[src/sac_pkg.sv]
package sac_pkg;
  // ****************************************
  // Widths
  // ****************************************
  localparam int RES_BITS = 16;
  localparam int BYTE_BITS = 8;
  // ****************************************
  // Timing
  // ****************************************
  localparam int CLK_HZ = 10_000_000;
  localparam int CONV_MAX_NS = 4700;
  // Longest time rounds down
  localparam int CONV_CYCLES = (CONV_MAX_NS * (CLK_HZ / 1_000_000)) / 1000;
  localparam int SAR_STEP_CYCLES = 2;
  localparam int REF_WAKE_MS = 12;
  // Least time rounds down
  localparam int REF_WAKE_CYCLES = REF_WAKE_MS * (CLK_HZ / 1000);
  localparam int DO_DELAY_CYCLES = 1;
  localparam int SYNC_STAGES = 3;
  // ****************************************
  // Reset values
  // ****************************************
  localparam logic [RES_BITS-1:0] RESULT_RST = 16'h0000;
  localparam logic [7:0] BUS_OE_N_RST = 8'hFF;
  // ****************************************
  // Sequencer states (Gray from idle through read)
  // ****************************************
  typedef enum logic [2:0] {
    SAC_IDLE = 3'b000,
    SAC_ACQ = 3'b001,
    SAC_CONV = 3'b011,
    SAC_DONE = 3'b010,
    SAC_READ = 3'b110
  } sac_state_t;
endpackage

[src/sac_sync.sv]
`timescale 1ns/1ps
module sac_sync #(
  parameter logic RST_VAL = 1'b0
) (
  input wire logic i_sys_clk,
  input wire logic i_srst,
  input wire logic i_async,
  output logic o_level
);
  import sac_pkg::*;
  logic [sac_pkg::SYNC_STAGES-1:0] stage_reg;
  // ****************************************
  // Three stages, change taken when last two agree
  // ****************************************
  always_ff @(posedge i_sys_clk) begin
    if (i_srst) begin
      stage_reg <= {SYNC_STAGES{RST_VAL}};
    end else begin
      stage_reg <= {stage_reg[SYNC_STAGES-2:0], i_async};
    end
  end
  always_ff @(posedge i_sys_clk) begin
    if (i_srst) begin
      o_level <= RST_VAL;
    end else if (stage_reg[SYNC_STAGES-1] == stage_reg[SYNC_STAGES-2]) begin
      o_level <= stage_reg[SYNC_STAGES-1];
    end
  end
endmodule

[src/sac_conv_ctrl.sv]
`timescale 1ns/1ps
// Contract
// First strobe fall with read/convert low powers up and starts acquisition.
// Strobe fall with read/convert high is ignored as a convert start.
// Host waits 12 ms after wake from shutdown before converting.
// Standby keeps reference and buffer powered between conversions.
// Shutdown turns reference and buffer off after conversion completes.
// Read/convert at second fall picks standby (low) or shutdown (high).
// From standby, strobe fall with read/convert low begins acquisition.
// From shutdown, strobe fall with read/convert low wakes reference, acquires.
// End-of-conversion flag goes low when a conversion completes.
// All result outputs high impedance during acquisition and conversion.
// Third strobe fall with read/convert high drives result after delay.
// Strobe high releases bus; then wait for next fall to start.
// Upper byte select low shows low byte, high shows high byte.
// Result coded as straight binary.
// Host switches mux channels right after acquisition ends.
// Second strobe fall ends acquisition, holds, and starts conversion.
// Conversion completes within 4.7 us of second strobe fall.
// Host waits for end-of-conversion low before third strobe fall.
module sac_conv_ctrl #(
  // Reference settle count, a parameter so that it can be shortened
  parameter int REF_WAKE_N = sac_pkg::REF_WAKE_CYCLES
) (
  input wire logic i_sys_clk,
  input wire logic i_srst,
  input wire logic i_cs_n,
  input wire logic i_rd_conv,
  input wire logic i_upper_byte_select,
  input wire logic i_cmp,
  output logic [sac_pkg::BYTE_BITS-1:0] o_data,
  output logic [sac_pkg::BYTE_BITS-1:0] o_data_oe_n,
  output logic o_eoc_n,
  output logic o_ref_on,
  output logic o_track,
  output logic o_ref_ready,
  output logic [sac_pkg::RES_BITS-1:0] o_dac_code
);
  import sac_pkg::*;

  // ****************************************
  // Pin synchronisers
  // ****************************************
  logic cs_n_s;
  logic rc_s;
  logic hb_s;
  logic cs_n_d_reg;
  logic cs_fall;
  logic cs_rise;

  sac_sync #(.RST_VAL(1'b1)) u_sync_cs (
    .i_sys_clk(i_sys_clk),
    .i_srst(i_srst),
    .i_async(i_cs_n),
    .o_level(cs_n_s)
  );
  sac_sync #(.RST_VAL(1'b0)) u_sync_rc (
    .i_sys_clk(i_sys_clk),
    .i_srst(i_srst),
    .i_async(i_rd_conv),
    .o_level(rc_s)
  );
  sac_sync #(.RST_VAL(1'b0)) u_sync_hb (
    .i_sys_clk(i_sys_clk),
    .i_srst(i_srst),
    .i_async(i_upper_byte_select),
    .o_level(hb_s)
  );
  // Comparator settles off the registered DAC code within one step;
  // a synchroniser here would lag the bit trials by four cycles
  logic cmp_s;
  assign cmp_s = i_cmp;

  always_ff @(posedge i_sys_clk) begin
    if (i_srst) begin
      cs_n_d_reg <= 1'b1;
    end else begin
      cs_n_d_reg <= cs_n_s;
    end
  end
  assign cs_fall = cs_n_d_reg & ~cs_n_s;
  assign cs_rise = ~cs_n_d_reg & cs_n_s;

  // ****************************************
  // Sequencer
  // ****************************************
  sac_state_t state_reg;
  logic shutdown_sel_reg;
  logic [15:0] conv_cnt_reg;
  logic [4:0] bit_idx_reg;
  logic [RES_BITS-1:0] sar_reg;
  logic [RES_BITS-1:0] result_reg;
  logic [1:0] do_cnt_reg;
  logic sar_last;
  logic step_tick;

  assign step_tick = (conv_cnt_reg[0] == 1'b1);
  assign sar_last = (bit_idx_reg == 5'd0);

  always_ff @(posedge i_sys_clk) begin
    if (i_srst) begin
      state_reg <= SAC_IDLE;
    end else begin
      case (state_reg)
        SAC_IDLE: begin
          if (cs_fall && !rc_s) begin
            state_reg <= SAC_ACQ;
          end
        end
        SAC_ACQ: begin
          if (cs_fall) begin
            state_reg <= SAC_CONV;
          end
        end
        SAC_CONV: begin
          // Bit trials finish well inside the ceiling
          if ((step_tick && sar_last) || conv_cnt_reg >= 16'(CONV_CYCLES - 1)) begin
            state_reg <= SAC_DONE;
          end
        end
        SAC_DONE: begin
          if (cs_fall && rc_s) begin
            state_reg <= SAC_READ;
          end else if (cs_fall) begin
            state_reg <= SAC_ACQ;
          end
        end
        SAC_READ: begin
          if (cs_rise) begin
            state_reg <= SAC_IDLE;
          end
        end
        default: begin
          state_reg <= SAC_IDLE;
        end
      endcase
    end
  end
  // Falls with read/convert high in idle drop here:

  always_ff @(posedge i_sys_clk) begin
    if (i_srst) begin
      shutdown_sel_reg <= 1'b0;
    end else if (state_reg == SAC_ACQ && cs_fall) begin
      shutdown_sel_reg <= rc_s;
    end
  end

  // ****************************************
  // SAR engine
  // ****************************************
  always_ff @(posedge i_sys_clk) begin
    if (i_srst) begin
      conv_cnt_reg <= 16'h0000;
      bit_idx_reg <= 5'(RES_BITS - 1);
      sar_reg <= RESULT_RST;
    end else if (state_reg == SAC_ACQ && cs_fall) begin
      conv_cnt_reg <= 16'h0000;
      bit_idx_reg <= 5'(RES_BITS - 1);
      sar_reg <= {1'b1, {(RES_BITS-1){1'b0}}};
    end else if (state_reg == SAC_CONV) begin
      conv_cnt_reg <= conv_cnt_reg + 16'h0001;
      if (step_tick) begin
        // Keep trial bit when input is above the DAC level
        sar_reg[bit_idx_reg[3:0]] <= cmp_s;
        if (!sar_last) begin
          sar_reg[bit_idx_reg[3:0] - 4'h1] <= 1'b1;
          bit_idx_reg <= bit_idx_reg - 5'd1;
        end
      end
    end
  end

  always_ff @(posedge i_sys_clk) begin
    if (i_srst) begin
      result_reg <= RESULT_RST;
    end else if (state_reg == SAC_CONV && step_tick && sar_last) begin
      result_reg <= {sar_reg[RES_BITS-1:1], cmp_s};
    end
  end

  // ****************************************
  // Outputs
  // ****************************************
  always_ff @(posedge i_sys_clk) begin
    if (i_srst) begin
      o_eoc_n <= 1'b1;
    end else if (state_reg == SAC_CONV && (step_tick && sar_last
                 || conv_cnt_reg >= 16'(CONV_CYCLES - 1))) begin
      o_eoc_n <= 1'b0;
    end else if (cs_fall) begin
      o_eoc_n <= 1'b1;
    end
  end

  always_ff @(posedge i_sys_clk) begin
    if (i_srst) begin
      o_ref_on <= 1'b0;
    end else if ((state_reg == SAC_IDLE || state_reg == SAC_DONE) && cs_fall && !rc_s) begin
      o_ref_on <= 1'b1;
    end else if (state_reg == SAC_CONV && o_eoc_n == 1'b0 && shutdown_sel_reg) begin
      o_ref_on <= 1'b0;
    end else if (state_reg == SAC_DONE && shutdown_sel_reg) begin
      o_ref_on <= 1'b0;
    end
    // Standby leaves o_ref_on set between conversions:
  end

  // Reference settle indicator; host owns the wait itself
  logic [17:0] wake_cnt_reg;
  always_ff @(posedge i_sys_clk) begin
    if (i_srst || !o_ref_on) begin
      wake_cnt_reg <= 18'h0_0000;
      o_ref_ready <= 1'b0;
    end else if (wake_cnt_reg >= 18'(REF_WAKE_N - 1)) begin
      o_ref_ready <= 1'b1;
    end else begin
      wake_cnt_reg <= wake_cnt_reg + 18'h0_0001;
    end
  end

  always_ff @(posedge i_sys_clk) begin
    if (i_srst) begin
      o_track <= 1'b0;
    end else begin
      o_track <= (state_reg == SAC_ACQ) && !cs_fall;
    end
  end

  always_ff @(posedge i_sys_clk) begin
    if (i_srst) begin
      o_dac_code <= RESULT_RST;
    end else begin
      o_dac_code <= sar_reg;
    end
  end

  always_ff @(posedge i_sys_clk) begin
    if (i_srst) begin
      do_cnt_reg <= 2'b00;
    end else if (state_reg != SAC_READ) begin
      do_cnt_reg <= 2'b00;
    end else if (do_cnt_reg < 2'(DO_DELAY_CYCLES)) begin
      do_cnt_reg <= do_cnt_reg + 2'b01;
    end
  end

  always_ff @(posedge i_sys_clk) begin
    if (i_srst) begin
      o_data_oe_n <= BUS_OE_N_RST;
      o_data <= 8'h00;
    end else if (state_reg == SAC_READ && !cs_rise && do_cnt_reg >= 2'(DO_DELAY_CYCLES)) begin
      o_data_oe_n <= 8'h00;
      o_data <= hb_s ? result_reg[15:8] : result_reg[7:0];
    end else begin
      o_data_oe_n <= BUS_OE_N_RST;
      o_data <= 8'h00;
    end
  end
endmodule

[config.mk]
export PLATFORM = sky130hd
export DESIGN_NAME = sac_conv_ctrl
export DESIGN_NICKNAME = d
export VERILOG_FILES = /design/src/sac_pkg.sv /design/src/sac_sync.sv /design/src/sac_conv_ctrl.sv
export SDC_FILE = /design/constraint.sdc
export NUM_CORES = 1
export LEC_CHECK = 0
export BUFFER_PORTS_ARGS = -buffer_cell sky130_fd_sc_hd__buf_4
export CAP_MARGIN = 0
export CELL_PAD_IN_SITES_DETAIL_PLACEMENT = 1
export CELL_PAD_IN_SITES_GLOBAL_PLACEMENT = 2
export CORE_ASPECT_RATIO = 0.8
export CORE_MARGIN = 3
export CORE_UTILIZATION = 37
export CTS_CLUSTER_SIZE = 14
export DETAILED_ROUTE_END_ITERATION = 12
export PLACE_DENSITY_LB_ADDON = 0.25
export SLEW_MARGIN = 20
export SYNTH_ARGS = -nofsm -noshare
export SYNTH_HDL_FRONTEND = slang
export SYNTH_HIERARCHICAL = 1
export SYNTH_SLANG_ARGS = --single-unit
export TNS_END_PERCENT = 100
[constraint.sdc]
create_clock -name i_sys_clk -period 1.8 [get_ports i_sys_clk]
set_input_delay 0.27 -clock i_sys_clk [delete_from_list [all_inputs] [get_ports i_sys_clk]]
set_output_delay 0.27 -clock i_sys_clk [all_outputs]
set_load 0.05 [all_outputs]
==> qor.csv, run 1 <==
stage,metric,value,unit
global_routing,vias in the first global route,3982,
setup_path,Worst path slowest cell,or3_4,
setup_path,CP max stage delay,0.42,ns
routing,Vias,3981,
clock_tree,CTS tree,yes,
layout,most frequent cells in the layout,"dfxtp_1 (114), nor2_1 (73), buf_4 (68), mux2i_1 (43), nand2_1 (41)",
sta,final critical-path share of the clock period,0.944,
synth,Yosys warnings,6,
die,Top Ports,42,
place,HPWL Detailed,8480,um
pwr,VDD IR max,0.670,mV
synth,"flops & latches, synth",119,
layout,ANT cells,0,
synth,sequential-to-total area share from yosys stat,0.474,
synth,ys async rst share,0,
sta,final setup vio count,0,
clock_tree,Root Driver,clkbuf_16,
synth,Syn Nets,548,
run_status,status,"complete, no violations",
sta,crit path time final,1.70,ns
worst_hold_path,class of the worst hold path,input port to flop,
synth,ys flop type,dfxtp_1,
setup_path,Critical R2R Capture,wake_cnt_reg[15],
routing,drt wl/cell,15.7,um
die,core box area,0.0131,mm2
setup_path,flop2flop setup slack,0.10,ns
place,I/O Buffers,41,
setup_path,Critical Path End Type,flop,
routing,Vias per Instance,5.08,
sta,Max Freq,588,MHz
layout,Largest register FFs,18,
sta,clock skew,0.00955,ns
routing,drt initial violations,163,
setup_path,Crit path buffers/inverters,0,
synth,cell area after synthesis,0.00502,mm2
layout,Final nets,610,
sta,Slew HR,0.612,
clock_tree,clk sink count,119,
global_routing,gr usage total,0.175,
setup_path,CP startpoint kind,flop,
setup_path,CP max FO,9,
die,die area,0.0150,mm2
sta,RSZ-0062 raised after global routing,yes,
pwr,Pwr Density,992,mW/mm2
global_routing,global-route wire length before repair,20200,um
place,GPL Wtd Cong,0.820,
setup_path,Reg-to-Reg Start,wake_cnt_reg[7],
die,FP Rows,37,
die,die width,136,um
global_routing,initial antenna violation count,0,
clock_tree,CTS H-tree depth,4,
pwr,Leakage,2.63,nW
global_routing,largest net degree at the start of global routing,37,
layout,Non-Filler Instances,783,
synth,Netlist cell types,57,
worst_hold_path,hold_sp,i_cs_n,
synth,Syn Area/Cell,9.43,um2
flow_run,number of max-cap violations,0,
routing,WL final,12300,um
worst_hold_path,Hold Path Sink,u_sync_cs/stage_reg[0],
sta,Pins Over Slew Limit,0,
clock_tree,CTS Buf Count,17,
die,initial core utilization,0.385,
clock_tree,Worst-path clk slew,0.06,ns
sta,setup TNS,0,ns
layout,"leading cell type in the layout, fill and taps excluded",dfxtp_1,
setup_path,CP Cell Sequence,"or3_4, nand4_4, nand4_4, or3_1, a21oi_1",
setup_path,Worst Path Arrival,2.05,ns
synth,Gate Count Post-Synth,533,
routing,DR DRC count,0,
setup_path,R2R depth,5,
layout,synth-to-layout area growth,26.6,%
clock_tree,Max Root-Sink Buffers,2,
synth,"EDFF count, synth",0,
worst_hold_path,hold path cells,2,
routing,Antenna Nets Post-Route,0,
sta,worst-margin pin slew,0.582,ns
setup_path,"most used cell, CP",nand4_4,
setup_path,CP top delay family,simple AND/OR/NAND/NOR gates,
die,die height,110,um
global_routing,grt ovf,0,
setup_path,Crit Path Class,flop to flop,
layout,layout cells sized above 1,0.217,
clock_tree,clk_lat worst skew,0.42,ns
place,Inst Count DP,746,
sta,final hold violations,0,
setup_path,Critical Path RT,2.15,ns
routing,drt first pass iters,4,
[layout make-up]
class | instances | area [um2]
tap | 175 | 219
clock buffer | 19 | 453
inverter | 11 | 41.3
sequential | 119 | 2390
timing repair buffer | 72 | 576
fill | 1510 | 6700
multi-input combinational | 374 | 2510
clock inverter | 13 | 171
[worst max path at each step]
stage / slack [ns] / to / cells after the start / start
after floorplan: 0.10 / bit_idx_reg[3] / 7 / bit_idx_reg[0]
after global placement: 0.1 / bit_idx_reg[3] / 8 / bit_idx_reg[1]
after detailed placement: -0.000006 / bit_idx_reg[3] / 8 / bit_idx_reg[1]
after CTS: 0.04 / wake_cnt_reg[5] / 5 / wake_cnt_reg[3]
after global routing: 0.004 / conv_cnt_reg[15] / 5 / conv_cnt_reg[6]
final: 0.10 / wake_cnt_reg[15] / 5 / wake_cnt_reg[7]
[cell usage after synthesis (11+ instances only)]
| cell | number | area, um2 |
|---|---|---|
| dfxtp_1 | 119 | 2380 |
| nand3_1 | 21 | 105 |
| o22ai_1 | 13 | 81.3 |
| or3_1 | 11 | 68.8 |
| xor2_1 | 13 | 114 |
| nand2_1 | 41 | 154 |
| nor2b_1 | 28 | 175 |
| clkbuf_1 | 16 | 60.1 |
| inv_1 | 11 | 41.3 |
| mux2i_1 | 43 | 430 |
| a21oi_1 | 20 | 100 |
| nor2_1 | 73 | 274 |
| xnor2_1 | 13 | 114 |
[kinds of logic (layout without fill, tap and decap cells)]
group | Yosys count | after routing | share of synthesized area
buffers and inverters | 40 | 115 | 0.0386
adders and majority gates | 9 | 9 | 0.0224
and+or+nand+nor | 231 | 231 | 0.247
xor gates and xnor gates | 26 | 26 | 0.0453
AOI/OAI and AO/OA | 65 | 65 | 0.0869
DFF | 119 | 119 | 0.474
muxes | 43 | 43 | 0.0857
[worst reg2reg max path, cell delays in order (launching register included)]
cell and delay (ns):
dfxtp_1 0.36, or3_4 0.42, nand4_4 0.16, nand4_4 0.17, or3_1 0.39, a21oi_1 0.14
[metrics by stage]
stage / setup WS [ns] / hold slack, ns / util / cell area [um2] / power [W]
after CTS: 0.0437 / 0.0180 / 0.480 / 6260 / 0.00639
final: 0.101 / 0.0365 / 0.487 / 6360 / 0.00631
after global routing: 0.00372 / 0.0244 / 0.487 / 6360 / 0.00653
after detailed placement: -0.00000622 / 0.401 / 0.431 / 5630 / 0.00283
after global placement: 0.0962 / 0.400 / 0.431 / 5630 / 0.00283
after floorplan: 0.102 / 0.339 / - / 5020 / 0.00278
[where the power goes]
part,switching (W),internal (W)
clock,0.00127,0.00226
combinational,0.0000744,0.0000440
sequential,0.00000697,0.00265
[repair_timing]
item / CTS / global route
gates resized for setup: 1 / 14
hold buffers: 0 / 0
setup endpoints to repair: 1 / 29
buffers inserted: 0 / 5
pin swaps: 0 / 5
[per-layer routing]
| metal | vias up | global-route usage | share of wire |
|---|---|---|---|
| li1 | 1967 | - | - |
| met1 | 1931 | 0.226 | 0.50 |
| met2 | 69 | 0.277 | 0.45 |
| met3 | 14 | 0.0458 | 0.037 |
| met4 | 0 | 0.0755 | 0.013 |
| met5 | - | 0 | 0 |
Note: power is estimated with default switching activity, not from simulation.
==> run 2: changes to the inputs <==
--- a/config.mk
+++ b/config.mk
@@ -14,10 +14,10 @@
 export CORE_UTILIZATION = 37
 export CTS_CLUSTER_SIZE = 14
 export DETAILED_ROUTE_END_ITERATION = 12
+export MAX_ROUTING_LAYER = met4
 export PLACE_DENSITY_LB_ADDON = 0.25
 export SLEW_MARGIN = 20
 export SYNTH_ARGS = -nofsm -noshare
 export SYNTH_HDL_FRONTEND = slang
-export SYNTH_HIERARCHICAL = 1
 export SYNTH_SLANG_ARGS = --single-unit
 export TNS_END_PERCENT = 100
==> run 2 against run 1 <==
Critical path depth is the same. Routed wire length grew 11%. Setup slack lost 0.053 ns. Final cell count grew 4.1%. Largest cell class unchanged. Largest power group unchanged.
==> qor.csv, run 2 <==
stage,metric,value,unit
sta,crit path time final,1.75,ns
layout,synth-to-layout area growth,26.8,%
clock_tree,CTS tree,yes,
worst_hold_path,hold_sp,i_cs_n,
synth,cell area after synthesis,0.00508,mm2
synth,Syn Nets,579,
synth,top-count cell post-synth,dfxtp_1,
layout,layout cells sized above 1,0.223,
clock_tree,CTS Buf Count,17,
global_routing,vias in the first global route,4537,
setup_path,Critical Path End Type,flop,
pwr,sequential power share,0.437,
sta,final setup vio count,0,
pwr,Leakage,2.40,nW
global_routing,initial antenna violation count,0,
setup_path,CP Cell Sequence,"inv_2, ha_4, or4b_4, o2111a_1, a311o_1",
routing,drt wl/cell,16.7,um
synth,Gate Count Post-Synth,564,
layout,Fill cells,1497,
clock_tree,Root Driver,clkbuf_16,
layout,Non-Filler Instances,815,
pwr,Pint,0.00475,W
sta,worst-margin pin slew,0.714,ns
pwr,switch share,0.219,
flow_run,number of max-cap violations,0,
clock_tree,Worst-path clk slew,0.06,ns
die,Top Ports,42,
setup_path,Critical Path RT,2.12,ns
setup_path,Worst path slowest cell,or4b_4,
synth,"flops & latches, synth",119,
synth,synth top area cells,"dfxtp_1 (47%), mux2i_1 (6.1%), a21oi_1 (5.3%)",
sta,Hold Slack,0.0463,ns
routing,DR DRC count,0,
setup_path,Crit Path Class,flop to flop,
routing,Vias per Instance,5.31,
die,die area,0.0152,mm2
sta,final critical-path share of the clock period,0.974,
routing,WL final,13600,um
setup_path,flop2flop setup slack,0.05,ns
layout,ANT cells,0,
sta,Pins Over Slew Limit,0,
synth,Yosys warnings,0,
sta,Slew HR,0.523,
die,FP Rows,37,
setup_path,CP max stage delay,0.51,ns
place,HPWL Detailed,9230,um
die,die width,137,um
clock_tree,Max Root-Sink Buffers,2,
synth,ys flop type,dfxtp_1,
pwr,combinational power share,0.016,
synth,"EDFF count, synth",0,
setup_path,Crit path buffers/inverters,1,
layout,Largest register FFs,18,
routing,drt initial violations,272,
sta,setup TNS,0,ns
global_routing,grt ovf,0,
synth,Netlist cell types,54,
place,Inst Count DP,781,
die,die height,111,um
clock_tree,clk_lat worst skew,0.43,ns
synth,sequential-to-total area share from yosys stat,0.469,
clock_tree,CTS H-tree depth,4,
setup_path,CP max FO,4,
clock_tree,clk sink count,119,
sta,clock skew,0.0119,ns
pwr,P_sw,0.00133,W
setup_path,Worst Path Arrival,2.07,ns
synth,"top cells by count, synth","dfxtp_1 (119), nand2_1 (59), a21oi_1 (54)",
layout,Final nets,642,
synth,post-synth top area share,0.469,
sta,final hold violations,0,
die,core box area,0.0131,mm2
place,GPL Wtd Cong,0.793,
pwr,clock group share of total power,0.548,
setup_path,Critical R2R Capture,o_eoc_n,
die,initial core utilization,0.386,
synth,Synth area leader,dfxtp_1,
worst_hold_path,class of the worst hold path,input port to flop,
run_status,status,"complete, no violations",
setup_path,Reg-to-Reg Start,bit_idx_reg[0],
sta,Max Freq,571,MHz
layout,"leading cell type in the layout, fill and taps excluded",dfxtp_1,
pwr,Power Total,0.00608,W
global_routing,global-route wire length before repair,22700,um
setup_path,CP top delay family,compound AO/OA/AOI/OAI gates,
worst_hold_path,Hold Path Sink,u_sync_cs.stage_reg[0],
place,I/O Buffers,41,
layout,most frequent cells in the layout,"dfxtp_1 (117), buf_4 (81), nand2_1 (59), a21oi_1 (51), mux2i_1 (31)",
setup_path,CP startpoint kind,flop,
pwr,VDD IR max,0.626,mV
global_routing,gr usage total,0.194,
setup_path,R2R depth,5,
synth,ys async rst share,0,
routing,Vias,4329,
routing,drt first pass iters,4,
routing,Antenna Nets Post-Route,0,
global_routing,largest net degree at the start of global routing,28,
synth,Syn Area/Cell,9.01,um2
worst_hold_path,hold path cells,2,
pwr,Pwr Density,944,mW/mm2
run 2: changes by cell type after synthesis, sizes merged, moves of 6 or more:
cell and change:
a21oi +33, clkbuf +6, or4 +8, o31ai +10
nor2 -42, nand2 +18, xor2 -6, or3 -7
mux2i -12, o22ai -12, nand4 +14
run 2: how the worst max path moves through the flow:
stage | end | slack [ns] | start | depth (start not counted)
2_1_floorplan | o_eoc_n | 0.000007 | bit_idx_reg[0] | 5
3_3_place_gp | sar_reg[0] | -0.0005 | bit_idx_reg[1] | 6
3_5_place_dp | sar_reg[2] | -0.12 | bit_idx_reg[0] | 6
4_1_cts | result_reg[0] | -0.00007 | bit_idx_reg[0] | 8
5_1_grt | wake_cnt_reg[4] | -0.01 | wake_cnt_reg[0] | 4
6_report | o_eoc_n | 0.05 | bit_idx_reg[0] | 5
run 2: kinds of logic (layout without fill, tap and decap cells):
| logic type | Yosys count | after routing | share of synthesized area |
|---|---|---|---|
| XOR/XNOR | 16 | 16 | 0.0276 |
| AND/OR/NAND/NOR | 230 | 231 | 0.242 |
| buffers and inverters | 54 | 129 | 0.0483 |
| AO/OA/AOI/OAI | 105 | 105 | 0.130 |
| multiplexers | 31 | 31 | 0.0611 |
| adder cells (fa/ha/maj) | 9 | 9 | 0.0222 |
| flip-flops | 119 | 119 | 0.469 |
run 2: layer usage:
metal  share of wire  track usage  vias up
met1            0.45        0.236     2134
met3           0.037       0.0594       21
li1                -            -     2125
met5               0            -        -
met2            0.49        0.300       49
met4           0.017       0.0771        0
run 2: cell type report:
cell class / count / area [um2] / share of cell area
repair buffers: 82 / 628 / 0.0975
clock buffers: 21 / 450 / 0.0699
inverters: 15 / 56.3 / 0.00874
clock inverters: 11 / 126 / 0.0196
well taps: 175 / 219 / 0.0340
flip-flops and latches: 119 / 2380 / 0.370
multi-input cells: 392 / 2580 / 0.400
run 2: timing repair:
item / 4_1_cts / 5_1_grt
resized for setup: 3 / 23
pin swaps: 1 / 4
gates cloned: 0 / 1
hold buffers: 0 / 0
setup buffers: 0 / 1
endpoints found under the setup margin: 17 / 40
run 2: power groups by stage:
stage,logic (W),registers (W),clock network (W)
detailed placement,0.0000974,0.00271,0
floorplan,0.0000559,0.00271,0
CTS,0.0000980,0.00265,0.00339
global route,0.000107,0.00265,0.00354
global placement,0.0000955,0.00271,0
finish,0.0000969,0.00265,0.00333
run 2: per-stage QoR:
stage,worst slack [ns],utilization,cell area [um2]
after global placement,-0.000509,0.436,5740
after detailed placement,-0.125,0.436,5740
after CTS,-0.0000679,0.481,6330
after global routing,-0.00979,0.490,6440
final,0.0472,0.490,6440
after floorplan,0.00000655,-,5090
